==> src/clkctl_pkg.sv <==
package clkctl_pkg;
  localparam int CLK_MHZ = 25;
  // Wake-up service window before falling back to standby
  localparam int WAKE_TIMEOUT_US = 10000;
  localparam int WAKE_TIMEOUT_CYC = WAKE_TIMEOUT_US * CLK_MHZ;
  localparam int TIMER_W = 24;
  localparam int DIV_W = 2;
  // Divisor field encoding: value plus one is the division factor
  localparam logic [1:0] DIV_BY_1 = 2'h0;
  localparam logic [1:0] DIV_BY_4 = 2'h3;
  localparam logic [1:0] DIV_RESET = DIV_BY_1;
  // Host command bytes, arbitrary values
  localparam logic [7:0] CMD_STANDBY = 8'hA5;
  localparam logic [7:0] CMD_STATUS_READ = 8'h5A;
  localparam logic [2:0] BIT_LAST = 3'h7;
  typedef enum logic [1:0] {
    ST_ACTIVE,
    ST_STANDBY,
    ST_WAKE_PEND
  } power_state_e;
endpackage : clkctl_pkg

==> src/clock_divider_standby_wake.sv <==
`timescale 1ns/1ps
module clock_divider_standby_wake #(
  parameter int WAKE_TIMEOUT = clkctl_pkg::WAKE_TIMEOUT_CYC
) (
  input wire logic clk,
  input wire logic reset_n,
  input wire logic [clkctl_pkg::DIV_W-1:0] osc_divisor_field,
  input wire logic host_clk,
  input wire logic host_sel_n,
  input wire logic host_data,
  input wire logic bus_activity,
  input wire logic int_enable,
  input wire logic supply_switched,
  input wire logic int_ack,
  output logic logic_clk_en,
  output logic osc_run,
  output logic device_active,
  output logic supply_enable_out,
  output logic supply_enable_oe_n,
  output logic int_out,
  output logic int_oe_n,
  output logic rx_capture_en,
  output logic fifo_flush,
  output logic standby_cmd_seen,
  output logic status_read_seen
);
  import clkctl_pkg::*;

  typedef struct packed {
    power_state_e state;
    logic host_clk_q;
    logic [7:0] shift;
    logic [2:0] bit_cnt;
    logic [TIMER_W-1:0] timer;
    logic irq;
    logic rx_en;
    logic flush;
    logic osc_on;
    logic cmd_standby;
    logic cmd_status;
    logic [DIV_W-1:0] div_sel;
  } ctl_state_s;

  ctl_state_s s_r;
  ctl_state_s s_nxt;
  logic [7:0] byte_in;
  logic byte_done;
  logic host_rise;

  logic_clk_divider u_div (
    .clk(clk),
    .reset_n(reset_n),
    .run(s_r.osc_on),
    .div_sel(s_r.div_sel),
    .tick(logic_clk_en)
  );

  // Host side only advances on its own clock edges while selected
  assign host_rise = host_clk && !s_r.host_clk_q && !host_sel_n;
  assign byte_in = {s_r.shift[6:0], host_data};
  assign byte_done = host_rise && (s_r.bit_cnt == BIT_LAST);

  always_comb begin
    s_nxt = s_r;
    s_nxt.host_clk_q = host_clk;
    s_nxt.flush = 1'b0;
    s_nxt.rx_en = 1'b0;
    s_nxt.cmd_standby = 1'b0;
    s_nxt.cmd_status = 1'b0;
    // Divisor only updates while awake, so a stopped clock keeps its setting
    if (s_r.state != ST_STANDBY) begin
      s_nxt.div_sel = osc_divisor_field;
    end
    if (host_sel_n) begin
      // Deselect drops any partial byte; clock may freeze here
      s_nxt.bit_cnt = '0;
    end else if (host_rise) begin
      s_nxt.shift = byte_in;
      s_nxt.bit_cnt = s_r.bit_cnt + 3'h1;
    end
    if (byte_done) begin
      s_nxt.cmd_standby = (byte_in == CMD_STANDBY);
      s_nxt.cmd_status = (byte_in == CMD_STATUS_READ);
    end
    if (int_ack) begin
      s_nxt.irq = 1'b0;
    end
    case (s_r.state)
      ST_ACTIVE: begin
        if (byte_done && byte_in == CMD_STANDBY) begin
          s_nxt.state = ST_STANDBY;
          s_nxt.osc_on = 1'b0;
          s_nxt.irq = 1'b0;
        end
      end
      ST_STANDBY: begin
        if (byte_done && byte_in == CMD_STATUS_READ) begin
          s_nxt.state = ST_ACTIVE;
          s_nxt.osc_on = 1'b1;
          s_nxt.irq = int_enable && !supply_switched;
        end else if (bus_activity) begin
          s_nxt.state = ST_WAKE_PEND;
          s_nxt.osc_on = 1'b1;
          // Receiver armed at once so the waking frame is kept
          s_nxt.rx_en = 1'b1;
          s_nxt.timer = '0;
          s_nxt.irq = int_enable && !supply_switched;
        end
      end
      ST_WAKE_PEND: begin
        s_nxt.timer = s_r.timer + 24'h1;
        if (byte_done && byte_in == CMD_STANDBY) begin
          s_nxt.state = ST_STANDBY;
          s_nxt.osc_on = 1'b0;
          s_nxt.irq = 1'b0;
        end else if (int_ack || (byte_done && byte_in != CMD_STANDBY)) begin
          s_nxt.state = ST_ACTIVE;
        end else if (s_r.timer >= TIMER_W'(WAKE_TIMEOUT - 1)) begin
          s_nxt.state = ST_STANDBY;
          s_nxt.osc_on = 1'b0;
          s_nxt.irq = 1'b0;
        end
      end
      default: begin
        s_nxt.state = ST_ACTIVE;
        s_nxt.osc_on = 1'b1;
      end
    endcase
  end

  always_ff @(posedge clk or negedge reset_n) begin
    if (!reset_n) begin
      // Power-up lands awake; flush held through reset
      s_r <= '0;
      s_r.state <= ST_ACTIVE;
      s_r.osc_on <= 1'b1;
      s_r.flush <= 1'b1;
      s_r.div_sel <= DIV_RESET;
    end else begin
      s_r <= s_nxt;
    end
  end

  assign osc_run = s_r.osc_on;
  assign device_active = s_r.osc_on;
  assign supply_enable_out = s_r.osc_on;
  assign supply_enable_oe_n = !s_r.osc_on;
  // Open drain: drives low only while requesting
  assign int_out = 1'b0;
  assign int_oe_n = !s_r.irq;
  assign rx_capture_en = s_r.rx_en;
  assign fifo_flush = s_r.flush;
  assign standby_cmd_seen = s_r.cmd_standby;
  assign status_read_seen = s_r.cmd_status;
endmodule : clock_divider_standby_wake

==> src/logic_clk_divider.sv <==
`timescale 1ns/1ps
module logic_clk_divider (
  input wire logic clk,
  input wire logic reset_n,
  input wire logic run,
  input wire logic [clkctl_pkg::DIV_W-1:0] div_sel,
  output logic tick
);
  import clkctl_pkg::*;

  typedef struct packed {
    logic [DIV_W-1:0] count;
    logic tick;
  } div_state_s;

  div_state_s s_r;
  div_state_s s_nxt;

  always_comb begin
    s_nxt = s_r;
    s_nxt.tick = 1'b0;
    if (!run) begin
      // Stopped oscillator: restart phase cleanly on wake
      s_nxt.count = '0;
    end else if (s_r.count >= div_sel) begin
      s_nxt.count = '0;
      s_nxt.tick = 1'b1;
    end else begin
      s_nxt.count = s_r.count + 2'h1;
    end
  end

  always_ff @(posedge clk or negedge reset_n) begin
    if (!reset_n) begin
      s_r <= '0;
    end else begin
      s_r <= s_nxt;
    end
  end

  assign tick = s_r.tick;
endmodule : logic_clk_divider

==> config.mk <==
export PLATFORM = sky130hd
export DESIGN_NAME = clock_divider_standby_wake
export DESIGN_NICKNAME = d
export VERILOG_FILES = /design/src/clkctl_pkg.sv /design/src/clock_divider_standby_wake.sv /design/src/logic_clk_divider.sv
export SDC_FILE = /design/constraint.sdc
export NUM_CORES = 1
export LEC_CHECK = 0
export ABC_AREA = 1
export BUFFER_PORTS_ARGS = -buffer_cell sky130_fd_sc_hd__buf_2
export CAP_MARGIN = 30
export CORE_ASPECT_RATIO = 0.6
export CORE_MARGIN = 5
export CORE_UTILIZATION = 56
export CTS_BUF_LIST = sky130_fd_sc_hd__clkbuf_4
export CTS_CLUSTER_SIZE = 25
export DETAILED_ROUTE_END_ITERATION = 8
export PLACE_DENSITY = 0.78
export SYNTH_ARGS = -nofsm -noshare
export SYNTH_HDL_FRONTEND = slang
export SYNTH_SLANG_ARGS = --single-unit
==> constraint.sdc <==
create_clock -name clk -period 1.68 [get_ports clk]
set_input_delay 0.252 -clock clk [delete_from_list [all_inputs] [get_ports clk]]
set_output_delay 0.252 -clock clk [all_outputs]
set_load 0.01 [all_outputs]
==> results.md <==
- Total GRT Usage: 0.184
- Max Cap Viol: 0
- Hold Path Depth: 3
- Pwr/cell area: between 1000 and 1500 nW/um^2
- Worst skew pair latency: between 0.3 and 0.4 ns
- CP peak stage delay: about 0.41 ns
- Required time of the worst setup path: 1.94 ns
- Vias in the first global route: 1,956
- Hold Crit Class: in -> reg
- Cell Area, Placed: 2800 sq um
- Final slew viol count: 0
- Max Clk Rate: 0.608 GHz
- DRT met1 WL: between 2000 and 3000 um
- Maximum vdd drop: 0.718 mV
- Post-route ant nets: 0
- Antenna violations before repair: 0
- Leakage: roughly 1.5 nW
- Top Metal Used: met4
- Share of layout cells above drive strength 1: 0.237
- Initial Util: 0.573
- Status: finished, final reports clean
- First-pass GRT wire length: 9150 um
- Minimum clock period: 1.64 ns
- Ports: 22
- Vias post-DR: 2,260
- DR vias/cell: between 5 and 6
- Final Cycle Share: 0.978
- Final HPWL DP: 4100 um
- CP Capture Type: flip-flop
- EDFF count, synth: 0
- Unrepaired setup endpoints after global routing: yes
- Area of the multi-input gates: 1230 sq um
- Register area: 1200 sq um
- Die Y-Extent: 62.7 um
- Largest net degree at the start of global routing: 22
- Port-buffer cells: 20
- Root Driver: clkbuf_4
- Core area: 4520 sq um
- Cell chain of the critical path: ha_2, ha_4, nand4_1, inv_2, a21oi_4, nand2_2, buf_6, a21oi_1, a21oi_1
- Synth async-reset ratio: 1.00
- H-tree levels: 2
- Worst path arrival time: 1.91 ns
- Post-synthesis sequential area ratio: 0.465
- Post-synthesis cell area: 2590 sq um
- Worst r2r path cells: 9
- Crit start category: flip-flop
- Register bit total from synthesis: 48
- Slowest-stage cell, CP: dfrtp_1
- Full die area: roughly 6100 sq um
- Routed length per instance: 13.0 um
- Nets: 386
- CTS tree: built
- CTS clk-pin slew, worst paths: 0.14 ns
- Crit Path Class: reg -> reg
- FILL cells: 365
- DRC: 0
- Rows: 19
- GR Overflow Total: 0
- YS warnings: 0
- Main flop type after synthesis: dfrtp_1
- CTS Sinks: 48
- Fin area: slightly above 3000 sq um
- Final Hold Viols: 0
- Critical path peak fanout: 13
- Iter 0 DRT Violations: roughly 230
- Setup violators final: 0
- Metal2 WL: 2310 um
- WHS: 0.0755 ns
- Num CTS Buffers: 5
- Syn Inst Count: 330
- Avg Inst Size Synth: 7.84 sq um
- Most used cell, CP: a21oi_1
- Router iterations before antenna repair: 4
- Total power: 0.00344 W
- Area delta synth->final: 17.1%
- Chip Width: 97.8 um
- Total wire length: 5630 um
- Distinct cells, synth: 36
- Met3 wire len: between 400 and 500 um
- # diodes: 0
- Clk buf depth: 2
- GPL Wtd Cong: 0.883
- Clk_skew: between 0.006 and 0.007 ns
==> placed cells by master, fill, tap and decap left out, types with 4 or more instances in the layout <==
cell      instances
nor2_2            5
nor2_1           31
buf_2            20
nand4_1           4
clkbuf_4          7
nand2_2           5
nand3_1          27
buf_4            13
inv_2             9
a21oi_1          12
dfrtp_1          46
o21ai_1          10
o21ai_0          19
nand2_1          74
inv_1            40
==> cells by family after synthesis <==
| group | synth area share |
|---|---|
| other | 0.00145 |
| AND/OR/NAND/NOR | 0.305 |
| buffers and inverters | 0.0904 |
| adder cells (fa/ha/maj) | 0.0242 |
| XOR/XNOR | 0.0102 |
| flip-flops | 0.465 |
| AO/OA/AOI/OAI | 0.104 |
==> cell type report <==
| class | instances | share of cell area |
|---|---|---|
| Multi-Input combinational cell | 227 | 0.405 |
| Sequential cell | 48 | 0.397 |
| Timing Repair Buffer | 39 | 0.0925 |
| Inverter | 49 | 0.0607 |
| Tap cell | 63 | 0.0260 |
| Clock buffer | 7 | 0.0173 |
| Clock inverter | 1 | 0.00165 |
==> routing by layer <==
metal,vias to the layer above,GRT usage
met3,7,0.0479
met4,0,0.0518
li1,1138,-
met5,-,0
met1,1041,0.290
met2,74,0.243
==> sequential cells by signal (all words and copies together) (netlist names) <==
register and count:
rx_capture_en 1, device_active 1, u_div.s_r 2, u_div.tick 1, byte_in 7, fifo_flush 1, s_r 33, status_read_seen 1
standby_cmd_seen 1
==> Yosys cell counts (all sizes together) (2+ instances only) <==
cell   count  area, sq um
nor2      38          168
o22ai      4         25.0
a21oi     13         68.8
nand4      4         25.0
buf        6         46.3
dfrtp     46         1150
or2        2         12.5
dfstp      2         52.6
nor3       6         56.3
inv       49          184
o21ai     32          160
nor4       3         18.8
ha         5         62.6
nand3     31          183
xnor2      2         17.5
nand2     81          319
==> worst max-delay path: cells and delay by family, from the launching register on <==
kind | cells | cell delay [ns]
adder cells (fa/ha/maj) | 2 | 0.36
buffers and inverters | 2 | 0.23
AND/OR/NAND/NOR | 2 | 0.19
flip-flops | 1 | 0.41
AO/OA/AOI/OAI | 3 | 0.35
==> metrics by stage <==
step                setup WS [ns]  cells  TNS (ns)   util
floorplan                   0.107    331         0      -
global placement           0.0498    414         0  0.620
detailed placement       -0.00740    414   -0.0109  0.620
CTS                       0.00620    423         0  0.637
global route              -0.0287    434    -0.163  0.671
finish                     0.0364    434         0  0.671
==> final timing paths <==
path / startpoint / end / slack [ns]
setup / recovery: s_r[33]$_DFFE_PN0P_ / s_r[23]$_DFFE_PN0P_ / 0.04
hold / removal: osc_divisor_field[0] / s_r[0]$_DFFE_PN0N_ / 0.08
setup reg to reg: s_r[33]$_DFFE_PN0P_ / s_r[23]$_DFFE_PN0P_ / 0.04
hold reg to reg: u_div.s_r[1]$_DFF_PN0_ / u_div.s_r[1]$_DFF_PN0_ / 0.48
max in group asynchronous: reset_n / s_r[14]$_DFFE_PN0P_ / 0.87
min in group asynchronous: reset_n / byte_in[2]$_DFFE_PN0P_ / 0.30
==> what timing repair did <==
action	4_1_cts	5_1_grt
cloned	0	0
gates resized for setup	2	19
setup buffers	0	10
setup endpoints to repair	9	23
pin swaps	3	7
hold buffers	1	1
hold endpoints to repair	11	1
==> power by group <==
| group | switching, W | total, W | leakage, nW | internal, W |
|---|---|---|---|---|
| Clock | 0.000369 | 0.000565 | 0.0361 | 0.000196 |
| Sequential | 0.000212 | 0.00161 | 0.639 | 0.00140 |
| Combinational | 0.000759 | 0.00127 | 0.776 | 0.000506 |
| Total | 0.00134 | 0.00344 | 1.45 | 0.00210 |
Note: power is estimated with default switching activity, not from simulation.
